**src/prog_port_pkg.sv**
```systemverilog
// Constants, codes and state encoding for the parallel flash programming port
package prog_port_pkg;

  // Port widths
  localparam int DATA_W = 16;
  localparam int ADDR_W = 32;
  localparam int MODE_W = 4;
  localparam int FOP_W = 3;
  localparam int BYTE_W = 8;

  // Transfer type field codes
  localparam logic [MODE_W-1:0] MODE_CMD = 4'h0;
  localparam logic [MODE_W-1:0] MODE_ADDR_FIRST = 4'h1;
  localparam logic [MODE_W-1:0] MODE_ADDR_LAST = 4'h4;
  localparam logic [MODE_W-1:0] MODE_DATA = 4'h5;

  // Command codes
  localparam logic [DATA_W-1:0] CMD_READ = 16'h0011;
  localparam logic [DATA_W-1:0] CMD_WRITE_PAGE = 16'h0012;
  localparam logic [DATA_W-1:0] CMD_WRITE_PAGE_LOCK = 16'h0022;
  localparam logic [DATA_W-1:0] CMD_ERASE_THEN_WRITE = 16'h0032;
  localparam logic [DATA_W-1:0] CMD_ERASE_WRITE_LOCK = 16'h0042;
  localparam logic [DATA_W-1:0] CMD_ERASE_ALL = 16'h0013;
  localparam logic [DATA_W-1:0] CMD_CLEAR_LOCK = 16'h0024;
  localparam logic [DATA_W-1:0] CMD_NONE = 16'h0000;
  localparam logic [DATA_W-1:0] ERASE_ALL_ARG = 16'h0000;

  // Operations requested from the flash macro
  localparam logic [FOP_W-1:0] FOP_NONE = 3'h0;
  localparam logic [FOP_W-1:0] FOP_ERASE_PAGE = 3'h1;
  localparam logic [FOP_W-1:0] FOP_PROGRAM_PAGE = 3'h2;
  localparam logic [FOP_W-1:0] FOP_SET_LOCK = 3'h3;
  localparam logic [FOP_W-1:0] FOP_ERASE_ALL = 3'h4;
  localparam logic [FOP_W-1:0] FOP_CLEAR_LOCK = 3'h5;

  // Geometry and reset values
  localparam int PAGE_BYTES_DEF = 128;
  localparam int ADDR_STEP = 2;
  localparam logic [DATA_W-1:0] ERASED_WORD = 16'hffff;

  // Timing: main clock counts as present above 32 kHz
  localparam int CLK_PERIOD_NS = 10;
  localparam int MAIN_CLK_MAX_PERIOD_NS = 31250;
  localparam int DETECT_CYCLES_DEF = MAIN_CLK_MAX_PERIOD_NS / CLK_PERIOD_NS;
  localparam int DETECT_MIN_EDGES = 2;
  localparam int READ_LATENCY_DEF = 1;

  // Handshake and flush sequencer states
  typedef enum logic [14:0] {
    ST_DETECT       = 15'h0001,
    ST_IDLE         = 15'h0002,
    ST_DECODE       = 15'h0004,
    ST_ERASE        = 15'h0008,
    ST_STREAM       = 15'h0010,
    ST_PROG         = 15'h0020,
    ST_LOCK         = 15'h0040,
    ST_ERASE_ALL    = 15'h0080,
    ST_CLEAR_LOCK   = 15'h0100,
    ST_READ_WAIT_OE = 15'h0200,
    ST_READ_FETCH   = 15'h0400,
    ST_READ_DRIVE   = 15'h0800,
    ST_READ_HOLD    = 15'h1000,
    ST_READ_RELEASE = 15'h2000,
    ST_WAIT_HIGH    = 15'h4000
  } state_type;

endpackage

```
**src/parallel_flash_programming_port.sv**
```systemverilog
// Parallel handshaked flash programming port with page load buffer
`timescale 1ns/1ps

module parallel_flash_programming_port
  import prog_port_pkg::*;
#(
  parameter int PAGE_BYTES = PAGE_BYTES_DEF,
  parameter int DETECT_CYCLES = DETECT_CYCLES_DEF,
  parameter int READ_LATENCY = READ_LATENCY_DEF
) (
  input wire logic core_clk_i,
  input wire logic resetn_i,
  input wire logic main_clock_input_i,
  input wire logic prog_strobe_pin_n_i,
  input wire logic prog_read_req_pin_n_i,
  input wire logic [MODE_W-1:0] transfer_type_field_i,
  input wire logic [DATA_W-1:0] prog_data_bus_i,
  output logic [DATA_W-1:0] prog_data_bus_o,
  output logic prog_data_bus_oe_n_o,
  output logic prog_ready_pin_o,
  output logic prog_data_valid_pin_n_o,
  output logic main_clock_select_o,
  output logic flash_cmd_valid_o,
  output logic [FOP_W-1:0] flash_cmd_op_o,
  output logic [ADDR_W-1:0] flash_cmd_addr_o,
  output logic [DATA_W-1:0] flash_cmd_mask_o,
  input wire logic flash_cmd_done_i,
  input wire logic flash_locked_any_i,
  output logic flash_wdata_valid_o,
  output logic [DATA_W-1:0] flash_wdata_o,
  input wire logic flash_wdata_ready_i,
  output logic [ADDR_W-1:0] flash_raddr_o,
  input wire logic [DATA_W-1:0] flash_rdata_i
);

  localparam int PAGE_WORDS = PAGE_BYTES / ADDR_STEP;
  localparam int OFFSET_W = $clog2(PAGE_BYTES);
  localparam int WIDX_W = $clog2(PAGE_WORDS);
  localparam int PAGE_W = ADDR_W - OFFSET_W;
  localparam int CNT_W = WIDX_W + 1;
  localparam int DET_W = $clog2(DETECT_CYCLES + 1);
  localparam int LAT_W = $clog2(READ_LATENCY + 1);

  // Page number and word index of a byte address
  function automatic logic [PAGE_W-1:0] page_of(input logic [ADDR_W-1:0] a);
    page_of = a[ADDR_W-1:OFFSET_W];
  endfunction

  function automatic logic [WIDX_W-1:0] word_of(input logic [ADDR_W-1:0] a);
    word_of = a[OFFSET_W-1:1];
  endfunction

  state_type state_reg, state_next;
  logic [MODE_W-1:0] mode_reg;
  logic [DATA_W-1:0] data_reg;
  logic [DATA_W-1:0] cmd_reg;
  logic [ADDR_W-1:0] addr_reg;
  logic [PAGE_W-1:0] buf_page_reg;
  logic dirty_reg;
  logic [DATA_W-1:0] buf_mem [PAGE_WORDS];
  logic [CNT_W-1:0] stream_cnt_reg;
  logic [LAT_W-1:0] lat_reg;
  logic [DET_W-1:0] det_cnt_reg;
  logic [1:0] edge_cnt_reg;
  logic clk_s1_reg, clk_s2_reg, clk_s3_reg;
  logic head_valid_reg, tail_valid_reg;
  logic [DATA_W-1:0] head_data_reg, tail_data_reg;

  // Command and mode decode
  wire erase_variant = (cmd_reg == CMD_ERASE_THEN_WRITE) || (cmd_reg == CMD_ERASE_WRITE_LOCK);
  wire lock_variant = (cmd_reg == CMD_WRITE_PAGE_LOCK) || (cmd_reg == CMD_ERASE_WRITE_LOCK);
  wire is_write_cmd = (cmd_reg == CMD_WRITE_PAGE) || erase_variant || lock_variant;
  wire dec_cmd = (mode_reg == MODE_CMD);
  wire dec_addr = (mode_reg >= MODE_ADDR_FIRST) && (mode_reg <= MODE_ADDR_LAST);
  wire dec_data = (mode_reg == MODE_DATA);
  wire [1:0] addr_byte_sel = 2'(mode_reg - MODE_ADDR_FIRST);
  wire in_decode = (state_reg == ST_DECODE);
  wire page_miss = dirty_reg && (page_of(addr_reg) != buf_page_reg);
  wire flush_start = in_decode && dirty_reg && (dec_cmd || (dec_data && is_write_cmd && page_miss));
  wire store_word = in_decode && !flush_start && dec_data && is_write_cmd;
  wire do_read = in_decode && dec_data && (cmd_reg == CMD_READ);
  wire ea_request = in_decode && dec_data && (cmd_reg == CMD_ERASE_ALL) && (data_reg == ERASE_ALL_ARG);
  wire ea_go = ea_request && !flash_locked_any_i;
  wire clr_go = in_decode && dec_data && (cmd_reg == CMD_CLEAR_LOCK);
  wire lat_done = (lat_reg == LAT_W'(READ_LATENCY));
  wire read_capture = (state_reg == ST_READ_FETCH) && lat_done;
  wire flush_done = flash_cmd_done_i && (((state_reg == ST_PROG) && !lock_variant) || (state_reg == ST_LOCK));
  wire det_end = (det_cnt_reg == DET_W'(DETECT_CYCLES - 1));
  wire main_clk_rise = clk_s2_reg && !clk_s3_reg;

  // Two-entry buffer toward the flash macro; a stalled macro stops the stream
  wire fifo_push_ready = !tail_valid_reg;
  wire stream_all = (stream_cnt_reg == CNT_W'(PAGE_WORDS));
  wire fifo_push = (state_reg == ST_STREAM) && !stream_all && fifo_push_ready;
  wire fifo_pop = head_valid_reg && flash_wdata_ready_i;
  wire stream_done = stream_all && !head_valid_reg && !tail_valid_reg;
  wire [DATA_W-1:0] push_word = buf_mem[stream_cnt_reg[WIDX_W-1:0]];
  wire head_load = !head_valid_reg || fifo_pop;
  wire head_valid_next = head_load ? (tail_valid_reg || fifo_push) : 1'b1;
  wire [DATA_W-1:0] head_data_next = !head_load ? head_data_reg : (tail_valid_reg ? tail_data_reg : push_word);
  wire tail_valid_next = tail_valid_reg ? !fifo_pop : (fifo_push && head_valid_reg && !fifo_pop);

  // Next state of the handshake and flush sequencer
  always_comb begin
    state_next = state_reg;
    case (state_reg)
      ST_DETECT: if (det_end) state_next = ST_IDLE;
      ST_IDLE: if (!prog_strobe_pin_n_i) state_next = ST_DECODE;
      ST_DECODE: begin
        if (flush_start) state_next = erase_variant ? ST_ERASE : ST_STREAM;
        else if (do_read) state_next = ST_READ_WAIT_OE;
        else if (ea_go) state_next = ST_ERASE_ALL;
        else if (clr_go) state_next = ST_CLEAR_LOCK;
        else state_next = ST_WAIT_HIGH;
      end
      ST_ERASE: if (flash_cmd_done_i) state_next = ST_STREAM;
      ST_STREAM: if (stream_done) state_next = ST_PROG;
      ST_PROG: if (flash_cmd_done_i) state_next = lock_variant ? ST_LOCK : ST_DECODE;
      ST_LOCK: if (flash_cmd_done_i) state_next = ST_DECODE;
      ST_ERASE_ALL: if (flash_cmd_done_i) state_next = ST_WAIT_HIGH;
      ST_CLEAR_LOCK: if (flash_cmd_done_i) state_next = ST_WAIT_HIGH;
      ST_READ_WAIT_OE: if (!prog_read_req_pin_n_i) state_next = ST_READ_FETCH;
      ST_READ_FETCH: if (lat_done) state_next = ST_READ_DRIVE;
      ST_READ_DRIVE: state_next = ST_READ_HOLD;
      ST_READ_HOLD: if (prog_read_req_pin_n_i) state_next = ST_READ_RELEASE;
      ST_READ_RELEASE: state_next = ST_WAIT_HIGH;
      ST_WAIT_HIGH: if (prog_strobe_pin_n_i) state_next = ST_IDLE;
      default: state_next = ST_DETECT;
    endcase
  end

  // Pin and macro outputs follow the next state so they stay registered
  wire ready_next = (state_next == ST_IDLE);
  wire drive_next = (state_next == ST_READ_DRIVE) || (state_next == ST_READ_HOLD);
  wire valid_next = (state_next == ST_READ_HOLD) || (state_next == ST_READ_RELEASE);
  wire [FOP_W-1:0] op_next = (state_next == ST_ERASE) ? FOP_ERASE_PAGE :
                             (state_next == ST_PROG) ? FOP_PROGRAM_PAGE :
                             (state_next == ST_LOCK) ? FOP_SET_LOCK :
                             (state_next == ST_ERASE_ALL) ? FOP_ERASE_ALL :
                             (state_next == ST_CLEAR_LOCK) ? FOP_CLEAR_LOCK : FOP_NONE;

  // Sequencer and pin registers
  always_ff @(posedge core_clk_i) begin
    if (!resetn_i) begin
      state_reg <= ST_DETECT;
      prog_ready_pin_o <= 1'b0;
      prog_data_bus_oe_n_o <= 1'b1;
      prog_data_valid_pin_n_o <= 1'b1;
      flash_cmd_valid_o <= 1'b0;
      flash_cmd_op_o <= FOP_NONE;
    end else begin
      state_reg <= state_next;
      prog_ready_pin_o <= ready_next;
      prog_data_bus_oe_n_o <= !drive_next;
      prog_data_valid_pin_n_o <= !valid_next;
      flash_cmd_valid_o <= (op_next != FOP_NONE);
      flash_cmd_op_o <= op_next;
    end
  end

  // Capture of mode and data on strobe low
  always_ff @(posedge core_clk_i) begin
    if (!resetn_i) begin
      mode_reg <= MODE_CMD;
      data_reg <= CMD_NONE;
    end else if ((state_reg == ST_IDLE) && !prog_strobe_pin_n_i) begin
      mode_reg <= transfer_type_field_i;
      data_reg <= prog_data_bus_i;
    end
  end

  // Command register is only replaced once the buffer is clean
  always_ff @(posedge core_clk_i) begin
    if (!resetn_i) begin
      cmd_reg <= CMD_NONE;
    end else if (in_decode && dec_cmd && !dirty_reg) begin
      cmd_reg <= data_reg;
    end
  end

  // Address assembly and auto-increment
  always_ff @(posedge core_clk_i) begin
    if (!resetn_i) begin
      addr_reg <= '0;
    end else if (in_decode && dec_addr) begin
      addr_reg[addr_byte_sel*BYTE_W +: BYTE_W] <= data_reg[BYTE_W-1:0];
    end else if (store_word || read_capture) begin
      addr_reg <= addr_reg + ADDR_W'(ADDR_STEP);
    end
  end

  // Load buffer; unwritten words keep the erased value
  always_ff @(posedge core_clk_i) begin
    if (!resetn_i || flush_done) begin
      for (int i = 0; i < PAGE_WORDS; i++) begin
        buf_mem[i] <= ERASED_WORD;
      end
    end else if (store_word) begin
      buf_mem[word_of(addr_reg)] <= data_reg;
    end
  end

  // Buffer ownership: dirty flag and the page it belongs to
  always_ff @(posedge core_clk_i) begin
    if (!resetn_i) begin
      dirty_reg <= 1'b0;
      buf_page_reg <= '0;
    end else if (store_word) begin
      dirty_reg <= 1'b1;
      buf_page_reg <= page_of(addr_reg);
    end else if (flush_done) begin
      dirty_reg <= 1'b0;
    end
  end

  // Macro command address and mask
  always_ff @(posedge core_clk_i) begin
    if (!resetn_i) begin
      flash_cmd_addr_o <= '0;
      flash_cmd_mask_o <= '0;
    end else if (in_decode) begin
      flash_cmd_addr_o <= {buf_page_reg, OFFSET_W'(0)};
      flash_cmd_mask_o <= data_reg;
    end
  end

  // Stream counter over the page during a flush
  always_ff @(posedge core_clk_i) begin
    if (!resetn_i || state_reg != ST_STREAM) begin
      stream_cnt_reg <= '0;
    end else if (fifo_push) begin
      stream_cnt_reg <= stream_cnt_reg + CNT_W'(1);
    end
  end

  // Two-entry buffer registers; head drives the macro directly
  always_ff @(posedge core_clk_i) begin
    if (!resetn_i) begin
      head_valid_reg <= 1'b0;
      tail_valid_reg <= 1'b0;
      head_data_reg <= ERASED_WORD;
      tail_data_reg <= ERASED_WORD;
    end else begin
      head_valid_reg <= head_valid_next;
      tail_valid_reg <= tail_valid_next;
      head_data_reg <= head_data_next;
      if (fifo_push && tail_valid_next) tail_data_reg <= push_word;
    end
  end
  assign flash_wdata_valid_o = head_valid_reg;
  assign flash_wdata_o = head_data_reg;

  // Read path: address out, wait the macro latency, hold data on the bus
  always_ff @(posedge core_clk_i) begin
    if (!resetn_i) begin
      flash_raddr_o <= '0;
      lat_reg <= '0;
      prog_data_bus_o <= '0;
    end else begin
      if ((state_reg == ST_READ_WAIT_OE) && !prog_read_req_pin_n_i) flash_raddr_o <= addr_reg;
      lat_reg <= (state_reg == ST_READ_FETCH) ? lat_reg + LAT_W'(1) : '0;
      if (read_capture) prog_data_bus_o <= flash_rdata_i;
    end
  end

  // Main clock presence: count synchronised edges over one 32 kHz period
  always_ff @(posedge core_clk_i) begin
    if (!resetn_i) begin
      clk_s1_reg <= 1'b0;
      clk_s2_reg <= 1'b0;
      clk_s3_reg <= 1'b0;
      det_cnt_reg <= '0;
      edge_cnt_reg <= '0;
      main_clock_select_o <= 1'b0;
    end else begin
      clk_s1_reg <= main_clock_input_i;
      clk_s2_reg <= clk_s1_reg;
      clk_s3_reg <= clk_s2_reg;
      if (state_reg == ST_DETECT) begin
        det_cnt_reg <= det_cnt_reg + DET_W'(1);
        if (main_clk_rise && edge_cnt_reg != 2'h3) edge_cnt_reg <= edge_cnt_reg + 2'h1;
        if (det_end) main_clock_select_o <= (edge_cnt_reg >= 2'(DETECT_MIN_EDGES));
      end
    end
  end
endmodule

```
**config.mk**
```make
export PLATFORM = sky130hd
export DESIGN_NAME = parallel_flash_programming_port
export DESIGN_NICKNAME = d
export VERILOG_FILES = /design/src/prog_port_pkg.sv /design/src/parallel_flash_programming_port.sv
export SDC_FILE = /design/constraint.sdc
export NUM_CORES = 2
export LEC_CHECK = 0
export BUFFER_PORTS_ARGS = -buffer_cell sky130_fd_sc_hd__clkbuf_2
export CORE_UTILIZATION = 56
export DETAILED_ROUTE_END_ITERATION = 6
export GPL_ROUTABILITY_DRIVEN = 0
export MAX_ROUTING_LAYER = met4
export PLACE_DENSITY = 0.73
export SETUP_SLACK_MARGIN = 0.2
export SLEW_MARGIN = 10
export SYNTH_ARGS = -nofsm -noshare
export SYNTH_HDL_FRONTEND = slang
export SYNTH_SLANG_ARGS = --single-unit
```
**constraint.sdc**
```tcl
create_clock -name core_clk_i -period 4.4 [get_ports core_clk_i]
set_input_delay 0 -clock core_clk_i [delete_from_list [all_inputs] [get_ports core_clk_i]]
set_output_delay 0 -clock core_clk_i [all_outputs]
set_load 0.02 [all_outputs]
```
# Word-level counts from Yosys, hierarchy flattened
# Memory sizes are Yosys's and may differ from the RTL's. A register that Yosys moved wholly into a read port is not among the register bits.
# Cells that the tools add are included.
dict set report op_classes {
  addsub 7
  n_lt_le_gt_ge 3
  eq_ne 37
  shifts 2
  n_mux 41
  n_reduce_logical 70
}
# cell count
set op_table {}
lappend op_table {{2-to-1 mux 15 bit} 15}
lappend op_table {{one-hot mux 15 bit (14 select lines)} 1}
lappend op_table {{2-to-1 mux 32 bit} 2}
lappend op_table {{== test 16 x 5 -> 1 bit, second input constant} 3}
lappend op_table {{== test 16 x 6 -> 1 bit, second input constant} 3}
lappend op_table {{negation 5 -> 34 bit} 1}
lappend op_table {{variable shift 8 x 34 -> 32 bit, first input constant} 1}
lappend op_table {{variable part select 8 x 34 -> 32 bit} 1}
lappend op_table {{logical AND 1 bit} 33}
lappend op_table {{adder 32 x 2 -> 32 bit, second input constant} 1}
lappend op_table {{bitwise mux 32 bit} 1}
lappend op_table {{2-to-1 mux 16 bit} 2}
lappend op_table {{== test 15 x 12 -> 1 bit, second input constant} 2}
lappend op_table {{== test 15 x 13 -> 1 bit, second input constant} 2}
lappend op_table {{== test 15 x 14 -> 1 bit, second input constant} 2}
lappend op_table {{== test 15 x 2 -> 1 bit, second input constant} 2}
lappend op_table {{== test 15 x 4 -> 1 bit, second input constant} 2}
lappend op_table {{== test 15 x 6 -> 1 bit, second input constant} 2}
lappend op_table {{== test 15 x 7 -> 1 bit, second input constant} 2}
lappend op_table {{== test 15 x 8 -> 1 bit, second input constant} 2}
lappend op_table {{== test 15 x 9 -> 1 bit, second input constant} 2}
lappend op_table {{inequality test 25 bit} 1}
lappend op_table {{2-to-1 mux 6 bit} 3}
lappend op_table {{== test 16 x 7 -> 1 bit, second input constant} 1}
lappend op_table {{other kinds (32)} 73}
dict set report totals {
  reg_bits 265
  mem_bits_rw 1024
  inputBits 44
  elab_cells 189
  mem_count 1
}
# memory depth word_bits read_ports rd_ports_with_merged_regs write_ports line_no
set mem_list {}
lappend mem_list {buf_mem 64 16 1 1 64 parallel_flash_programming_port.sv:60} ;# logic [DATA_W-1:0] buf_mem [PAGE_WORDS];

# Longest topological paths before layout
dict set report logic_depth {
  depth_word 17
  depth_mapped 11
  mapped_depth_nobuf 9
}

# Least setup slack after synthesis
# No wires, ideal clock.
dict set report synth_timing {
  path_type {reg-to-reg}
  from {reg mode_reg[0]}
  to {mem buf_mem[24][0], enable pin}
  setup_ns 0.411
  t_arrival_ns 3.645
  required_time_ns 3.989
  setup_slack_ns 0.343
  path_stages_with_launch 12
  path_cell_list {dfxtp_1 inv_1 ha_1 nor3b_1 nor4_1 nand4_1 o21ai_1 nand2b_1 clkbuf_1 or3_1 clkbuf_1 o21ai_0}
}
# item line_no
set synth_rtl {}
lappend synth_rtl {{start, declared} parallel_flash_programming_port.sv:54} ;# logic [MODE_W-1:0] mode_reg;
lappend synth_rtl {{start signal, assigned} parallel_flash_programming_port.sv:167} ;# mode_reg <= transfer_type_field_i;
lappend synth_rtl {{end, declared} parallel_flash_programming_port.sv:60}

==> flow_metrics.py <==
metrics = {
    "run_status": {
        "status": "finished, violations left",
        "violations": "design-rule violations",
    },
    "cts": {
        "clk_pin_slew_ns": 0.06,
        "post_cts_buffers": 0,
        "numCtsBuffers": 134,
        "clock-root-buffer": "clkbuf_16",
        "clock_path_buffers": 3,
        "tritoncts": "yes",
        "cts.sinks": 1295,
        "cts_resized": 0,
        "clk_latency_ns": 0.76,
        "h-tree-depth": 4,
    },
    "logic_synthesis": {
        "synthMostInstantiatedCell": "nand2_1",
        "syn_inst": 4412,
        "synthTopCellsByCount": "nand2_1, edfxtp_1, dfxtp_1, nor2_1, mux4_2",
        "ys_warn_count": 0,
        "synth_area_um2": 55800,
        "synth_top_area_cell": "edfxtp_1",
        "synth-seq-cells": 1295,
        "ys.flop_type": "edfxtp_1",
        "yosysSeqAreaShare": 0.648,
        "synth_edf_count": 1024,
        "ys_types": 79,
        "ys_top_cells_by_area": "edfxtp_1, mux4_2, dfxtp_1",
        "yosysTopAreaCellShare": 0.551,
        "syn-mean-instance-area_um2": 12.7,
        "async_reset_ff_frac": 0,
    },
    "die": {
        "ios": 165,
        "core_area_um2": 98600,
        "row_count": 115,
        "fp.dieH_um": 318,
        "die_w_um": 318,
        "start_util": 0.566,
        "dieArea_um2": 101000,
    },
    "setup_path": {
        "reg2reg_to": "buf_mem[25][2]",
        "rr_worst_depth": 10,
        "start_kind": "flip-flop",
        "rr_startpoint": "mode_reg[0]",
        "startpoint": "mode_reg[0]",
        "crit_fanout": 11,
        "r2r_setup_slack_ns": 0.45,
        "required_ns": 4.83,
        "critPathKind": "flip-flop to flip-flop",
        "endpoint": "buf_mem[25][2]",
        "cp.arrival_ns": 4.39,
        "critPathCaptureType": "flip-flop",
    },
    "layout": {
        "fin_nets": 4669,
        "drive_gt1_frac": 0.195,
        "area_growth_pct": 14.6,
        "largest_reg_flops": 1024,
        "fillers": 7010,
    },
    "global_routing": {
        "grt_pass1_vias": 37866,
        "grt_pass1_wl_um": 251000,
        "grtUsageTotal": 0.353,
        "antenna_found_initial": 1,
        "grt_max_degree": 129,
        "gr-total-overflow": 0,
    },
    "power": {
        "p_leak_nw": 17.3,
        "peakVddDrop_mv": 0.383,
        "power.density_nw_per_um2": 393,
    },
    "min_path": {
        "hp-class": "input pin to flip-flop",
        "whs_path_depth": 3,
        "hold_start": "flash_wdata_ready_i",
    },
    "drt": {
        "drt_iter0_drc": 6054,
        "wl_per_cell_um": 28.8,
        "vias": 39236,
        "dr.pass1.iters": 7,
        "route.detailed.drc": 5,
        "wl_um": 173000,
        "vias_per_cell": 6.53,
        "postRouteAntennaNets": 0,
    },
    "timing": {
        "hold_ws_ns": 0.0403,
        "timing.fmax_ghz": 0.253,
        "rsz0062_at_grt": "no",
        "slew-limit-headroom": 0.104,
        "tns_ns": 0,
        "worst_clock_skew_ns": 0.0361,
        "finalMaxSlewViolations": 0,
        "worst_pin_slew_ns": 1.34,
        "period_needed_ns": 3.95,
        "final-setup-viol-count": 0,
        "hold_viol": 0,
        "fin_crit_sh": 0.899,
    },
    "place": {
        "port_buffers": 157,
        "hpwl_um": 110000,
    },
    "flow_run": {
        "max-cap-violations": 0,
    },
}
## per-layer routing
metal | part of all wire | global-route usage | up-vias
met5 | 0 | - | -
met3 | 0.13 | 0.0812 | 545
met4 | 0.066 | 0.203 | 0
met1 | 0.34 | 0.444 | 19289
met2 | 0.46 | 0.530 | 2908
li1 | - | - | 16494
## placed cells by master, fill, tap and decap left out, types with 19 or more instances in the layout
| cell type | n |
|---|---|
| a22o_1 | 38 |
| clkbuf_1 | 21 |
| a21oi_1 | 198 |
| o21ai_2 | 56 |
| o21ai_0 | 43 |
| nand2_1 | 1286 |
| inv_1 | 19 |
| nor4_1 | 20 |
| nor3_1 | 40 |
| nand3_1 | 35 |
| clkbuf_2 | 157 |
| buf_4 | 167 |
| clkinv_2 | 19 |
| o22ai_1 | 36 |
| edfxtp_1 | 1024 |
| clkinv_1 | 23 |
| nand4_1 | 25 |
| mux4_2 | 256 |
| a22oi_1 | 68 |
| dlygate4sd3_1 | 66 |
| a221oi_1 | 33 |
| nor2_1 | 254 |
| buf_12 | 29 |
| clkbuf_16 | 141 |
| dfxtp_1 | 269 |
| xor2_1 | 31 |
| mux2i_1 | 59 |
## what timing repair did
action / in CTS / in global routing
hold endpoints to repair: 76 / 0
endpoints found under the setup margin: 0 / 0
hold buffers: 66 / 0
## worst min-delay path by stage
| stage | to | slack (ns) |
|---|---|---|
| after floorplan | tail_valid_reg | 0.10 |
| after global placement | tail_valid_reg | 0.21 |
| after detailed placement | clk_s1_reg | 0.21 |
| after CTS | tail_valid_reg | 0.0004 |
| after global routing | prog_data_bus_o[3] | 0.05 |
| final | tail_valid_reg | 0.04 |
## kinds of logic after synthesis
kind of cell / Yosys count / synth area share
other cells: 1 / 0.0000672
simple gates: 1797 / 0.134
mux: 316 / 0.114
buf+inv: 381 / 0.0293
flops: 1295 / 0.648
xor+xnor: 48 / 0.00753
fa+ha+maj: 13 / 0.00291
compound gates: 561 / 0.0638
## area by class of cell
class,count,area [um^2],share of cell area
Clock inverter,69,631,0.00985
Timing Repair Buffer,419,3280,0.0513
Inverter,20,80.1,0.00125
Antenna cell,2,5.00,0.0000782
Multi-Input combinational cell,2742,18400,0.288
Clock buffer,173,3760,0.0587
Tap cell,1287,1610,0.0252
Sequential cell,1295,36200,0.565
## worst max-delay path, stage by stage, from the launching register on
cell,delay [ns]
dfxtp_1,0.52
inv_1,0.17
ha_1,0.24
nor3b_1,0.17
nor4_1,0.30
nand4_1,0.17
o21ai_1,0.49
nand2b_2,0.11
or3_1,0.69
o21ai_2,0.55
buf_12,0.25
## where the power goes
part / internal [mW] / switching, mW
clock: 6.58 / 4.79
combinational: 0.145 / 0.432
sequential: 13.2 / 0.0111
## per-stage QoR
stage,worst slack (ns),total power [mW],utilization,cell area [um^2],std cells
detailed placement,0.590,14.0,0.598,58900,5697
floorplan,0.343,13.7,-,55800,4418
CTS,0.574,25.1,0.649,64000,6005
finish,0.446,25.1,0.649,64000,6007
global route,0.314,25.6,0.649,64000,6005
global placement,0.676,14.0,0.598,58900,5697
(Power assumes the default switching activity.)
